### config.mk
export PLATFORM = sky130hd
export DESIGN_NAME = sdram_addr_map_and_latency
export DESIGN_NICKNAME = d
export VERILOG_FILES = /design/src/hdl/sdram_map_pkg.sv /design/src/hdl/sdram_fifo.sv /design/src/hdl/sdram_addr_map_and_latency.sv
export SDC_FILE = /design/constraint.sdc
export NUM_CORES = 1
export LEC_CHECK = 0
export BUFFER_PORTS_ARGS = -buffer_cell sky130_fd_sc_hd__buf_4
export CORE_MARGIN = 3
export CORE_UTILIZATION = 45
export DETAILED_ROUTE_END_ITERATION = 10
export GPL_TIMING_DRIVEN = 0
export PLACE_DENSITY = 0.65
export SLEW_MARGIN = 5
export SYNTH_ARGS = -nofsm -noshare
export SYNTH_HDL_FRONTEND = slang
export SYNTH_HIERARCHICAL = 1
export SYNTH_SLANG_ARGS = --single-unit
### constraint.sdc
create_clock -name core_clk -period 6.3 [get_ports core_clk]
set_input_delay 0.945 -clock core_clk [delete_from_list [all_inputs] [get_ports core_clk]]
set_output_delay 0.945 -clock core_clk [all_outputs]
set_load 0.01 [all_outputs]
### src/hdl/sdram_map_pkg.sv
// Purpose: Constants for the SDRAM address split and access latency model
// Assumes: AHB clock at 100 MHz, x16 parts with four banks
// Notes: Latencies are counted in bus clocks from the cycle a request is taken
package sdram_map_pkg;
  // Row width settings
  localparam logic [1:0] ROW_11 = 2'h0;
  localparam logic [1:0] ROW_12 = 2'h1;
  localparam logic [1:0] ROW_13 = 2'h2;
  // Column width settings
  localparam logic [1:0] COL_8 = 2'h0;
  localparam logic [1:0] COL_9 = 2'h1;
  localparam logic [1:0] COL_10 = 2'h2;
  localparam logic [1:0] COL_11 = 2'h3;
  // Base widths the settings add to
  localparam int ROW_BASE = 11;
  localparam int COL_BASE = 8;
  localparam int NUM_BANKS = 4;
  // Single read latency per page state
  localparam logic [3:0] RD_IDLE = 4'h8;
  localparam logic [3:0] RD_HIT = 4'h6;
  localparam logic [3:0] RD_MISS = 4'hb;
  // Single write latency, any page state
  localparam logic [3:0] WR_SINGLE = 4'h1;
  // First burst write beat per page state
  localparam logic [3:0] BW_IDLE = 4'h5;
  localparam logic [3:0] BW_HIT = 4'h3;
  localparam logic [3:0] BW_MISS = 4'h8;
  // Later beats of any burst
  localparam logic [3:0] BEAT_GAP = 4'h2;
  // Read right after a single write, same page
  localparam logic [3:0] RD_AFTER_WR = 4'h5;
  // Burst length codes
  localparam logic [1:0] LEN_1 = 2'h0;
  localparam logic [1:0] LEN_4 = 2'h1;
  localparam logic [1:0] LEN_8 = 2'h2;
endpackage

### src/hdl/sdram_fifo.sv
// Purpose: Small flip-flop FIFO for read data heading to the bus master
// Assumes: Single clock, synchronous push and pop
// Notes: Depth must be a power of two
`timescale 1ns/10ps
`default_nettype none
module sdram_fifo #(
  parameter int WIDTH = 32,
  parameter int DEPTH = 8
) (
  input wire logic core_clk,
  input wire logic rst_n,
  input wire logic in_valid,
  output logic in_ready,
  input wire logic [WIDTH-1:0] in_data,
  output logic out_valid,
  input wire logic out_ready,
  output logic [WIDTH-1:0] out_data
);
  localparam int AW = $clog2(DEPTH);
  // Storage and pointers, one extra bit tells full from empty
  logic [WIDTH-1:0] mem_ff [DEPTH];
  logic [AW:0] wr_ff;
  logic [AW:0] rd_ff;
  logic push;
  logic pop;

  assign in_ready = (wr_ff - rd_ff) != (AW+1)'(DEPTH);
  assign out_valid = wr_ff != rd_ff;
  assign push = in_valid && in_ready;
  assign pop = out_valid && out_ready;
  assign out_data = mem_ff[rd_ff[AW-1:0]];

  // Write side
  always_ff @(posedge core_clk)
  begin
    if (push)
      mem_ff[wr_ff[AW-1:0]] <= in_data;
  end

  // Pointers
  always_ff @(posedge core_clk or negedge rst_n)
  begin
    if (!rst_n)
    begin
      wr_ff <= '0;
      rd_ff <= '0;
    end
    else
    begin
      if (push)
        wr_ff <= wr_ff + 1'b1;
      if (pop)
        rd_ff <= rd_ff + 1'b1;
    end
  end
endmodule
`default_nettype wire

### src/hdl/sdram_addr_map_and_latency.sv
// Purpose: Split bus addresses into bank, row, column and pace accesses
// Assumes: Inputs synchronous to core_clk; memory data is returned on mem_rdata
// Notes: Open-page state kept per bank; read beats pass through an 8-word FIFO
`timescale 1ns/10ps
`default_nettype none
module sdram_addr_map_and_latency #(
  parameter int AW = 27,
  parameter int DW = 32,
  parameter int FIFO_DEPTH = 8
) (
  input wire logic core_clk,
  input wire logic rst_n,
  input wire logic bank_interleave_select,
  input wire logic [1:0] row_sel,
  input wire logic [1:0] col_sel,
  input wire logic refresh_req,
  input wire logic req_valid,
  output logic req_ready,
  input wire logic req_write,
  input wire logic [1:0] req_len,
  input wire logic [AW-1:0] req_addr,
  input wire logic [DW-1:0] mem_rdata,
  output logic [1:0] map_bank,
  output logic [12:0] map_row,
  output logic [10:0] map_col,
  output logic beat_done,
  output logic busy,
  output logic rd_valid,
  input wire logic rd_ready,
  output logic [DW-1:0] rd_data
);
  // ----------------------------------------
  // Address split
  // ----------------------------------------
  // Widths derived from the settings
  logic [3:0] row_w;
  logic [3:0] col_w;
  logic [1:0] bank_c;
  logic [12:0] row_c;
  logic [10:0] col_c;
  logic [AW-1:0] rest;

  assign row_w = 4'(sdram_map_pkg::ROW_BASE) + {2'h0, (row_sel == 2'h3) ? sdram_map_pkg::ROW_13 : row_sel};
  assign col_w = 4'(sdram_map_pkg::COL_BASE) + {2'h0, col_sel};

  // Field extraction, bank position follows widths in either mode
  always_comb
  begin
    col_c = 11'(req_addr & ((AW'(1) << col_w) - AW'(1)));
    rest = req_addr >> col_w;
    if (bank_interleave_select)
    begin
      bank_c = rest[1:0];
      row_c = 13'((rest >> 2) & ((AW'(1) << row_w) - AW'(1)));
    end
    else
    begin
      row_c = 13'(rest & ((AW'(1) << row_w) - AW'(1)));
      bank_c = 2'(rest >> row_w);
    end
  end

  // ----------------------------------------
  // Open page tracking
  // ----------------------------------------
  // rows stay open per bank
  logic [sdram_map_pkg::NUM_BANKS-1:0] open_ff;
  logic [12:0] open_row_ff [sdram_map_pkg::NUM_BANKS];
  logic take;
  logic hit;
  logic idle_bank;

  assign take = req_valid && req_ready;
  assign idle_bank = !open_ff[bank_c];
  assign hit = open_ff[bank_c] && (open_row_ff[bank_c] == row_c);

  genvar gb;
  generate
    for (gb = 0; gb < sdram_map_pkg::NUM_BANKS; gb++)
    begin : g_bank
      // open on access, close only on refresh; miss reopens new row
      always_ff @(posedge core_clk or negedge rst_n)
      begin
        if (!rst_n)
        begin
          open_ff[gb] <= 1'b0;
          open_row_ff[gb] <= 13'h0;
        end
        else if (refresh_req)
          open_ff[gb] <= 1'b0;
        else if (take && bank_c == 2'(gb))
        begin
          open_ff[gb] <= 1'b1;
          open_row_ff[gb] <= row_c;
        end
      end
    end
  endgenerate

  // ----------------------------------------
  // Latency sequencer
  // ----------------------------------------
  typedef enum logic [2:0] {
    ST_IDLE = 3'h1,
    ST_WAIT = 3'h2,
    ST_STALL = 3'h4
  } seq_e;
  seq_e state_ff;
  logic [3:0] cnt_ff;
  logic [3:0] beats_ff;
  logic wr_ff;
  logic last_single_ff;
  logic last_wr_ff;
  logic [1:0] last_bank_ff;
  logic [12:0] last_row_ff;
  logic fifo_ready;
  logic [3:0] first_lat;
  logic same_pg;

  assign same_pg = last_single_ff && last_bank_ff == bank_c && last_row_ff == row_c;
  assign req_ready = (state_ff == ST_IDLE) && !refresh_req;
  assign busy = state_ff != ST_IDLE;

  // First-beat latency from page state and previous access
  always_comb
  begin
    if (req_len == sdram_map_pkg::LEN_1 && req_write)
      first_lat = (same_pg && !last_wr_ff) ? sdram_map_pkg::BEAT_GAP : sdram_map_pkg::WR_SINGLE;
    else if (req_write)
      first_lat = hit ? sdram_map_pkg::BW_HIT : idle_bank ? sdram_map_pkg::BW_IDLE : sdram_map_pkg::BW_MISS;
    else if (req_len == sdram_map_pkg::LEN_1 && same_pg && last_wr_ff)
      first_lat = sdram_map_pkg::RD_AFTER_WR;
    else
      first_lat = hit ? sdram_map_pkg::RD_HIT : idle_bank ? sdram_map_pkg::RD_IDLE : sdram_map_pkg::RD_MISS;
  end

  // Beat counter: cnt_ff counts down to the beat's completion
  always_ff @(posedge core_clk or negedge rst_n)
  begin
    if (!rst_n)
    begin
      state_ff <= ST_IDLE;
      cnt_ff <= 4'h0;
      beats_ff <= 4'h0;
      wr_ff <= 1'b0;
    end
    else
    begin
      case (state_ff)
        ST_IDLE:
        begin
          if (take)
          begin
            state_ff <= ST_WAIT;
            cnt_ff <= first_lat - 4'h1;
            wr_ff <= req_write;
            beats_ff <= (req_len == sdram_map_pkg::LEN_8) ? 4'h7 : (req_len == sdram_map_pkg::LEN_4) ? 4'h3 : 4'h0;
          end
        end
        ST_WAIT:
        begin
          if (cnt_ff != 4'h0)
            cnt_ff <= cnt_ff - 4'h1;
          else if (!wr_ff && !fifo_ready)
            state_ff <= ST_STALL;
          else if (beats_ff != 4'h0)
          begin
            beats_ff <= beats_ff - 4'h1;
            cnt_ff <= sdram_map_pkg::BEAT_GAP - 4'h1;
          end
          else
            state_ff <= ST_IDLE;
        end
        ST_STALL:
        begin
          // Read data has nowhere to go; hold until the FIFO has a free slot
          if (fifo_ready)
            state_ff <= ST_WAIT;
        end
        default:
          state_ff <= ST_IDLE;
      endcase
    end
  end

  // History for back-to-back pairs
  always_ff @(posedge core_clk or negedge rst_n)
  begin
    if (!rst_n)
    begin
      last_single_ff <= 1'b0;
      last_wr_ff <= 1'b0;
      last_bank_ff <= 2'h0;
      last_row_ff <= 13'h0;
    end
    else if (refresh_req)
      last_single_ff <= 1'b0;
    else if (take)
    begin
      last_single_ff <= req_len == sdram_map_pkg::LEN_1;
      last_wr_ff <= req_write;
      last_bank_ff <= bank_c;
      last_row_ff <= row_c;
    end
  end

  always_ff @(posedge core_clk or negedge rst_n)
  begin
    if (!rst_n)
    begin
      map_bank <= 2'h0;
      map_row <= 13'h0;
      map_col <= 11'h0;
    end
    else if (take)
    begin
      map_bank <= bank_c;
      map_row <= row_c;
      map_col <= col_c;
    end
  end

  assign beat_done = (state_ff == ST_WAIT) && cnt_ff == 4'h0 && (wr_ff || fifo_ready);

  // ----------------------------------------
  // Read data buffer
  // ----------------------------------------
  sdram_fifo #(.WIDTH(DW), .DEPTH(FIFO_DEPTH)) sdram_fifo_inst (
    .core_clk(core_clk),
    .rst_n(rst_n),
    .in_valid(beat_done && !wr_ff),
    .in_ready(fifo_ready),
    .in_data(mem_rdata),
    .out_valid(rd_valid),
    .out_ready(rd_ready),
    .out_data(rd_data)
  );

  // ----------------------------------------
  // Checks
  // ----------------------------------------
  chk_single_write_one: assert property (@(posedge core_clk) disable iff (!rst_n)
    take && req_write && req_len == 2'h0 && !(same_pg && !last_wr_ff) |=> beat_done)
    else $error("single write not done in one clock");
  chk_read_idle_eight: assert property (@(posedge core_clk) disable iff (!rst_n)
    take && !req_write && req_len == 2'h0 && idle_bank && !(same_pg && last_wr_ff) && fifo_ready
    |=> !beat_done [*7] ##1 (beat_done || !fifo_ready))
    else $error("idle read latency wrong");
  chk_beat_gap_two: assert property (@(posedge core_clk) disable iff (!rst_n)
    beat_done && beats_ff != 4'h0 && fifo_ready |=> !beat_done ##1 (beat_done || !fifo_ready))
    else $error("burst beat gap not two");
  chk_interleave_bank: assert property (@(posedge core_clk) disable iff (!rst_n)
    bank_interleave_select && row_sel == 2'h2 && col_sel == 2'h3 |-> bank_c == req_addr[12:11])
    else $error("interleaved bank field wrong");
  chk_linear_bank: assert property (@(posedge core_clk) disable iff (!rst_n)
    !bank_interleave_select && row_sel == 2'h2 && col_sel == 2'h3 |-> bank_c == req_addr[25:24])
    else $error("linear bank field wrong");
  chk_open_kept: assert property (@(posedge core_clk) disable iff (!rst_n)
    take && !refresh_req |=> open_ff[$past(bank_c)])
    else $error("row not left open");
  chk_refresh_close: assert property (@(posedge core_clk) disable iff (!rst_n)
    refresh_req |=> open_ff == 4'h0)
    else $error("refresh did not close banks");
  chk_rd_after_wr: assert property (@(posedge core_clk) disable iff (!rst_n)
    take && !req_write && req_len == 2'h0 && same_pg && last_wr_ff
    |=> !beat_done [*4] ##1 (beat_done || !fifo_ready))
    else $error("read after write latency wrong");
  cov_burst8_read: cover property (@(posedge core_clk) take && !req_write && req_len == 2'h2);
  cov_page_hit: cover property (@(posedge core_clk) take && hit);
  cov_fifo_stall: cover property (@(posedge core_clk) state_ff == ST_STALL);
endmodule
`default_nettype wire

Yosys cells after proc, flatten, opt, wreduce, memory -nomap -nowiden --
Memory sizes are Yosys's and may differ from the RTL's. Index checks and enable logic that the tools add are counted.
Operators by class: equality and inequality tests 23, bitwise logic cells 5, multiplexer cells 46, add/sub/neg operators 10, magnitude comparators 2, reductions and logical operators 44, shift-type cells 4
Operators with widths (number):
- 4-bit two-way mux | 14
- 13-bit two-way mux | 3
- 27-bit by 4-bit >> shifter with 2-bit output | 1
- 27-bit by 4-bit >> shifter with 27-bit output | 1
- 13-bit AND | 2
- 13-bit binary-select mux with 2-bit select | 1
- 13-bit == test | 2
- 1-bit logical AND | 19
- 3-bit two-way mux | 6
- 4-bit one-hot mux with 2 select lines | 2
- 1-bit two-way mux | 13
- 1-bit by 4-bit left shift with 13-bit output, first input constant | 1
- 13-bit by 1-bit subtractor with 13-bit output, second input constant | 1
- 2-bit AND reduction | 6
- 2-bit nonzero test | 6
- 4-bit by 1-bit subtractor with 4-bit output, second input constant | 3
- 11-bit AND | 1
- 1-bit by 4-bit left shift with 11-bit output, first input constant | 1
- 11-bit by 1-bit subtractor with 11-bit output, second input constant | 1
- 2-bit two-way mux | 5
- 2-bit inequality test, second input constant | 5
- 3-bit inequality test, second input constant | 3
- 3-bit one-hot mux with 3 select lines | 1
- 4-bit by 1-bit adder with 4-bit output, second input constant | 2
- other kinds (23) | 34
Storage, ports and cells: output and inout port bits 62, memories 1, input port bits 72, memory bits (writable) 256, register bits after elaboration 119, word-level logic and storage cells 156
Memories:
- sdram_fifo_inst.mem_ff | depth 8, bits a word 32, read ports 1, clocked after memory_dff 0, wr ports 1, line sdram_fifo.sv:21 | logic [WIDTH-1:0] mem_ff [DEPTH];

Logic depth before layout (Yosys ltp) --
Gate-level depths: netlist of run 1.
depth in word-level cells 18, mapped depth 22, gate-level depth less buffers 17

Modules after synthesis --
Netlist of run 1, hierarchy kept.
Modules (own cells, without submodules):
- sdram_fifo | seq. area each 7887.6 µm², area each 10174.8 µm², instances 1, cells an instance 493
- sdram_addr_map_and_latency | seq. area each 2778.9 µm², area each 6268.5 µm², instances 1, cells an instance 634

Worst setup path after synthesis of run 1 --
Ideal clock, no wire load.
path kind reg2reg, start register sdram_fifo_inst.rd_ff[1], end memory sdram_fifo_inst.mem_ff[4][0] (enable), buffers on the path 2, period minus slack after synthesis 6.733 ns, setup time 0.513 ns, stages on the path, launching flop included 14, required time 5.787 ns, arrival time 6.220 ns, setup slack -0.433 ns, path through dfrtp_1 buf_2 buf_1 inv_1 ha_1 nand2b_1 a21oi_1 a32o_1 nand3_1 nor2_1 nor3b_1 nor2b_1 nand3_4 nor4b_1
On the way: word-level cells in the longest chain between the ends 8
Ends and longest elaborated chain:
- from (decl) | line sdram_fifo.sv:23 | logic [AW:0] rd_ff;
- from (signal assigned) | line sdram_fifo.sv:53 | rd_ff <= rd_ff + 1'b1;
- 4-bit subtractor | line sdram_fifo.sv:27 | assign in_ready = (wr_ff - rd_ff) != (AW+1)'(DEPTH);
- 4-bit inequality test | line sdram_fifo.sv:27
- net fifo_ready | line sdram_addr_map_and_latency.sv:116 | logic fifo_ready;
- 1-bit logical OR | line sdram_addr_map_and_latency.sv:223 | assign beat_done = (state_ff == ST_WAIT) && cnt_ff == 4'h0 && (wr_ff || fifo_ready);
- 1-bit logical AND | line sdram_addr_map_and_latency.sv:223
- net beat_done | line sdram_addr_map_and_latency.sv:26 | output logic beat_done,
- 1-bit logical AND | line sdram_addr_map_and_latency.sv:231 | .in_valid(beat_done && !wr_ff),
- 1-bit logical AND | line sdram_fifo.sv:29 | assign push = in_valid && in_ready;
- 1-bit two-way mux | line sdram_fifo.sv:36 | if (push)
- 1-bit two-way mux (not written as such) | line sdram_fifo.sv:37 | mem_ff[wr_ff[AW-1:0]] <= in_data;
- to (decl) | line sdram_fifo.sv:21
The timed path passes the listed nets, and every way through them passes these cells.

Worst setup path after layout of run 1 --
start register sdram_fifo_inst.rd_ff[1], end memory sdram_fifo_inst.mem_ff[3][14] (enable)
On the way: word-level cells in the longest chain between the ends 8
Ends and longest elaborated chain (line):
- 4-bit subtractor * | sdram_fifo.sv:27
- 4-bit inequality test * | sdram_fifo.sv:27
- net fifo_ready | sdram_addr_map_and_latency.sv:116
- 1-bit logical OR | sdram_addr_map_and_latency.sv:223
- 1-bit logical AND | sdram_addr_map_and_latency.sv:223
- 1-bit logical AND | sdram_addr_map_and_latency.sv:231
- 1-bit logical AND * | sdram_fifo.sv:29
- 1-bit two-way mux * | sdram_fifo.sv:36
- 1-bit two-way mux (not written as such) * | sdram_fifo.sv:37
Mark *: on every way through the listed nets, which the timed path passes. The rest lies on a longest branch.

==> results of run 1 <==
metal layers:
layer	up-vias	wire [um]
li1	4661	-
met1	5211	16400
met2	269	18800
met3	61	1990
met4	2	995
met5	-	10
cells in the final DEF, fill, tap and decap left out, types with 22 or more instances in the layout:
| cell | n |
|---|---|
| edfxtp_1 | 256 |
| nand2_1 | 229 |
| buf_4 | 157 |
| dfrtp_1 | 118 |
| o21ai_0 | 81 |
| mux4_2 | 71 |
| clkbuf_1 | 50 |
| clkbuf_16 | 41 |
| mux2i_1 | 35 |
| xnor2_1 | 22 |
state kept, by name (all words and copies together) (netlist names):
| name | flops |
|---|---|
| wr_ff | 1 |
| last_wr_ff | 1 |
| sdram_fifo_inst/rd_ff | 4 |
| state_ff | 3 |
| open_row_ff | 52 |
| map_bank | 2 |
| map_row | 13 |
| beats_ff | 4 |
| sdram_fifo_inst/wr_ff | 4 |
| last_bank_ff | 2 |
| sdram_fifo_inst/mem_ff | 256 |
| cnt_ff | 4 |
| map_col | 11 |
| last_single_ff | 1 |
| open_ff | 4 |
| last_row_ff | 13 |
worst reg2reg max path, stage by stage (launching register included):
cell,delay [ps]
dfrtp_1,420
buf_2,290
buf_1,620
inv_1,110
ha_1,360
nand2b_1,180
a21oi_1,100
a32o_1,210
nand3_1,160
nor2_1,100
nor3b_1,400
nor2b_1,480
nand3_4,260
nor4b_2,840
buf_6,240
buf_4,180
buf_6,140
through the flow:
step	setup TNS (ps)	utilization	instance area [sq um]	setup slack, ps
floorplan	-48600	-	16400	-433
global placement	-736830	0.503	18000	-4810
detailed placement	0	0.513	18400	1010
CTS	0	0.548	19600	949
global route	0	0.548	19600	715
finish	0	0.548	19600	930
how the worst max path moves through the flow:
stage,start,endpoint,slack [ps],cells after the start
3_5_place_dp,sdram_fifo_inst/rd_ff[1],sdram_fifo_inst/mem_ff[3][14],1010,16
3_3_place_gp,sdram_fifo_inst/rd_ff[1],sdram_fifo_inst/mem_ff[4][9],-4810,13
2_1_floorplan,sdram_fifo_inst/rd_ff[1],sdram_fifo_inst/mem_ff[4][0],-430,13
6_report,sdram_fifo_inst/rd_ff[1],sdram_fifo_inst/mem_ff[3][14],930,16
5_1_grt,sdram_fifo_inst/rd_ff[1],sdram_fifo_inst/mem_ff[3][0],720,16
4_1_cts,sdram_fifo_inst/rd_ff[1],sdram_fifo_inst/mem_ff[3][0],950,16
where the power goes:
part | leakage [uW] | switching, uW | total [uW] | internal [uW]
sequential | 0.00379 | 205 | 3160 | 2950
clock | 0.000610 | 932 | 2240 | 1310
combinational | 0.00319 | 1340 | 2510 | 1170
total | 0.00758 | 2480 | 7910 | 5430
cell families (layout without fill, tap and decap cells):
logic type / Yosys count / count (layout)
buf+inv: 81 / 319
compound gates: 163 / 163
flops: 375 / 375
other cells: 1 / 2
mux: 125 / 125
xor+xnor: 41 / 41
fa+ha+maj: 10 / 10
simple gates: 331 / 331
cell type report:
| class | count | area (sq um) |
|---|---|---|
| plain buffers | 59 | 313 |
| clock buffers | 60 | 1110 |
| clock inverters | 14 | 151 |
| fillers | 2867 | 16200 |
| inverters | 22 | 82.6 |
| multi-input cells | 672 | 5420 |
| flip-flops and latches | 375 | 10700 |
| well taps | 461 | 577 |
| repair buffers | 164 | 1310 |
Yosys cell counts (all sizes together) (11+ instances only):
master and number:
edfxtp 256, buf 27, nand4 11, clkbuf 32, mux2i 42, xor2 17
nor3 11, xnor2 23, o21ai 83, o21a 20, nor2 22, inv 22
nand2 229, a21oi 14, dfrtp 118, mux4 79, nand3 15
==> results.yml, run 1 <==
floorplan:
  start_util: 0.459
  die-width_um: 197
  die_h_um: 197
  die_area_sq_um: 38900
  pin_count: 134
  row_count: 69
  core_sq_um: 35800
power:
  p_leak_uw: 0.00758
  power.density_nw_per_um2: 403
  power_uw: 7910
  vdd_drop_max_mv: 0.314
cts:
  clockBufferDepth: 3
  cts_buffers: 40
  root_buffer: "clkbuf_16"
  cts_setup_buffers: 0
  clock-sinks: 375
  cts.repair.resized: 0
  clock_latency_ps: 550
  postCtsHoldBufs: 0
  path_clk_slew_ps: 60
  cts_tree: "yes"
  htree_num_levels: 2
global_route:
  grt_util_met2: 0.327
  grt_use_met1: 0.272
  grt_max_degree: 67
  track_usage: 0.199
  gr-usage-met3: 0.0385
  antenna_found_initial: 1
  grt_pass1_vias: 10236
  overflow: 0
  busiest_layer: "met2"
  grt_pass1_wl_um: 59500
detailed_routing:
  viasPerCell: 5.59
  routed_wl_um: 38100
  antenna_left: 0
  drc_errors: 0
  firstDrtPassIters: 5
  drt-initial-drc-count: 669
  routedWlPerCell_um: 20.9
  vias: 10204
synthesis:
  synthMuxAreaShare: 0.141
  synth_xor_area_frac: 0.0231
  synth_fa_ha_area_frac: 0.00761
  synthSimpleGateAreaFrac: 0.0900
  synth_compound_area_frac: 0.0651
  ys.flop_type: "edfxtp_1"
  synthCells: 1127
  ys_seq_area_frac: 0.649
  synth.area.top_cells: "edfxtp_1, dfrtp_1, mux4_2"
  async_flop_share: 0.317
  avgSynthCellArea_sq_um: 14.6
  synth-edff-count: 256
  syn_area_sq_um: 16400
  ys.warnings.count: 6
  yosys_register_bits: 375
  synth_cell_types: 76
  synth.top_cell.area_share: 0.468
  synth_top_area_cell: "edfxtp_1"
  synth_top_family_by_area: "multiplexers"
finish:
  num_antenna_cells: 0
  fin_cells: 1827
  nets: 1416
  drive_above_1_share: 0.255
  area_delta_synth_final_pct: 19.4
worst_setup_path:
  critPathRequiredTime_ps: 6560
  reg2reg_slack_ps: 930
  max_stage_delay_ps: 830
  worstPathArrival_ps: 5630
  cp_num_buf_inv: 6
  worst_path_most_repeated_cell: "buf_6"
  reg2reg_depth: 16
  path_delay_family: "simple AND/OR/NAND/NOR gates"
  rr_endpoint: "sdram_fifo_inst/mem_ff[3][14]"
  crit_path_start_kind: "flop"
  worstSetupPathType: "flop to flop"
  r2r-start: "sdram_fifo_inst/rd_ff[1]"
  path_cells: "buf_2 -> buf_1 -> inv_1 -> ha_1 -> nand2b_1 -> a21oi_1 -> a32o_1 -> nand3_1 -> nor2_1 -> nor3b_1 -> nor2b_1 -> nand3_4 -> nor4b_2 -> buf_6 -> buf_4 -> buf_6"
  critPathCaptureType: "flop"
  cp_max_fo: 10
  slowest_stage: "nor4b_2"
sta:
  rsz0062_at_grt: "false"
  fin_crit_ps: 5370
  finClkSkew_ps: 31.2
  finalCritPeriodShare: 0.852
  tightest_slew_ps: 1200
  holdWs_ps: 357
  slew_violations: 0
  max_slew_margin: 0.202
  hold_violations: 0
  setup_violations: 0
  max_freq_mhz: 186
placed_design:
  dp.cells: 1753
  place_congestion: 0.827
  dpl.hpwl_um: 26400
  portBuffers: 131
flow_run:
  max_cap_violations: 0
min_path:
  hold_class: "input port to asynchronous set/reset pin"
outcome:
  status: "finished, final reports clean"
No activity file was read; power rests on OpenSTA's default activity.
==> inputs of run 2 (changes only) <==
--- a/config.mk
+++ b/config.mk
@@ -8,6 +8,7 @@
 export BUFFER_PORTS_ARGS = -buffer_cell sky130_fd_sc_hd__buf_4
 export CORE_MARGIN = 3
 export CORE_UTILIZATION = 45
+export CTS_BUF_LIST = sky130_fd_sc_hd__clkbuf_8
 export DETAILED_ROUTE_END_ITERATION = 10
 export GPL_TIMING_DRIVEN = 0
 export PLACE_DENSITY = 0.65
==> run 2 against run 1 <==
- cell count grew 1.6%
- sequential share of layout area increased by 0.49 points
- largest cell class unchanged
- fmax grew 0.33%
- combinational power is essentially flat
- utilization shrank 0.49 points
- register-to-register slack better by 20 ps
- highest routed layer unchanged
- global-route usage grew 0.27 points
- setup slack improved by 18 ps
- critical endpoint is now sdram_fifo_inst/mem_ff[3][13]
- non-clock buffer count unchanged
==> results.yml, run 2 (synthesis results as in run 1) <==
sta:
  rsz0062_at_grt: "false"
  max_freq_mhz: 187
  finClkSkew_ps: 56.9
  max_slew_margin: 0.195
  finalCritPeriodShare: 0.850
  fin_crit_ps: 5350
  hold_violations: 0
  slew_violations: 0
  setup_violations: 0
  tightest_slew_ps: 1210
  fin_ws_ps: 948
detailed_routing:
  firstDrtPassIters: 5
  drc_errors: 0
  routed_wl_um: 38400
  viasPerCell: 5.54
  antenna_left: 0
  routedWlPerCell_um: 20.7
  drt-initial-drc-count: 670
  vias: 10291
power:
  p_sw_frac: 0.329
  comb_power_share: 0.333
  clockPowerShare: 0.250
  seq_power_share: 0.418
  p_sw_uw: 2490
  p_leak_uw: 0.00760
  power.density_nw_per_um2: 389
  vdd_drop_max_mv: 0.250
  p_int_uw: 5080
cts:
  cts.repair.resized: 0
  cts_buffers: 60
  cts_tree: "yes"
  path_clk_slew_ps: 60
  htree_num_levels: 2
  clock-sinks: 375
  postCtsHoldBufs: 0
  root_buffer: "clkbuf_8"
  cts_setup_buffers: 0
  clockBufferDepth: 3
  clock_latency_ps: 670
global_route:
  grt_pass1_wl_um: 60000
  grt_max_degree: 67
  overflow: 0
  track_usage: 0.202
  antenna_found_initial: 1
  grt_pass1_vias: 10451
placed_design:
  place_congestion: 0.827
  pre_cts_slack_ps: 1010
  portBuffers: 131
  placed_area_sq_um: 18400
  dpl.hpwl_um: 26400
floorplan:
  die-width_um: 197
  row_count: 69
  die_area_sq_um: 38900
  core_sq_um: 35800
  die_h_um: 197
  pin_count: 134
  start_util: 0.459
finish:
  final_common_cell: "edfxtp_1"
  largest_register_ffs: 256
  final_area_sq_um: 19500
  num_antenna_cells: 0
  area_delta_synth_final_pct: 18.3
  fill_cells: 2901
  drive_above_1_share: 0.266
  layout_common_cells: "edfxtp_1, nand2_1, buf_4, dfrtp_1, o21ai_0"
  nets: 1436
  utilization: 0.543
worst_setup_path:
  worstPathArrival_ps: 5740
  cp_max_fo: 10
  max_stage_delay_ps: 810
  critPathCaptureType: "flop"
  crit_path_start_kind: "flop"
  slowest_stage: "nor4b_2"
  critPathRequiredTime_ps: 6690
  path_cells: "buf_2 -> buf_1 -> inv_1 -> ha_1 -> nand2b_1 -> a21oi_1 -> a32o_1 -> nand3_1 -> nor2_1 -> nor3b_1 -> nor2b_1 -> nand3_4 -> nor4b_2 -> buf_6 -> buf_4 -> buf_6"
  worstSetupPathType: "flop to flop"
  worst_path_most_repeated_cell: "buf_6"
flow_run:
  max_cap_violations: 0
outcome:
  status: "finished, final reports clean"
min_path:
  hold_class: "input port to asynchronous set/reset pin"
run 2: metal layers:
metal  share of wire  track usage  routed length, um  up-vias
met5         0.00034            0                 13        -
met4           0.027       0.0660               1050        2
met3           0.057       0.0486               2200       65
met2            0.49        0.327              18700      284
met1            0.43        0.272              16500     5244
li1                -            -                  -     4696
run 2: power by group through the flow:
stage          combinational, uW  sequential, uW  clock [uW]
2_1_floorplan               1600            3190           0
5_1_grt                     2770            3200        2070
3_3_place_gp                2490            3190           0
6_report                    2520            3160        1890
4_1_cts                     2550            3160        1940
3_5_place_dp                2540            3200           0
run 2: cell type report:
type	instances	area, sq um	area share
plain buffers	59	313	0.0161
clock buffers	65	895	0.0460
clock inverters	39	188	0.00965
inverters	22	82.6	0.00425
multi-input cells	672	5420	0.279
flip-flops and latches	375	10700	0.548
well taps	461	577	0.0297
repair buffers	164	1310	0.0673
run 2: worst paths after layout:
| check | to | slack (ps) | from | cells past startpoint |
|---|---|---|---|---|
| worst max register to register | sdram_fifo_inst/mem_ff[3][13] | 950 | sdram_fifo_inst/rd_ff[1] | 16 |
| worst min-delay path | open_row_ff[35] | 250 | rst_n | 1 |
| worst min register to register | open_row_ff[51] | 480 | open_row_ff[51] | 2 |
| min in group core_clk | open_row_ff[51] | 480 | open_row_ff[51] | 2 |
| max in group asynchronous | state_ff[0] | 5250 | rst_n | 2 |
| worst max-delay path | sdram_fifo_inst/mem_ff[3][13] | 950 | sdram_fifo_inst/rd_ff[1] | 16 |
run 2: worst max-delay path: cells and delay by family, from the launching register on:
kind | cells | cell delay [ps]
adders and majority gates | 1 | 360
buffers and inverters | 6 | 1590
and+or+nand+nor | 7 | 2380
AOI/OAI and AO/OA | 2 | 310
DFF | 1 | 420
run 2: metrics by stage:
step                      power (uW)  setup TNS, ps  hold WS, ps  cells
after floorplan                 4790         -48600          444   1128
after global placement          5680        -736830          459   1720
after detailed placement        5750              0          469   1753
after CTS                       7650              0          234   1857
after global routing            8040              0          261   1857
final                           7560              0          255   1857
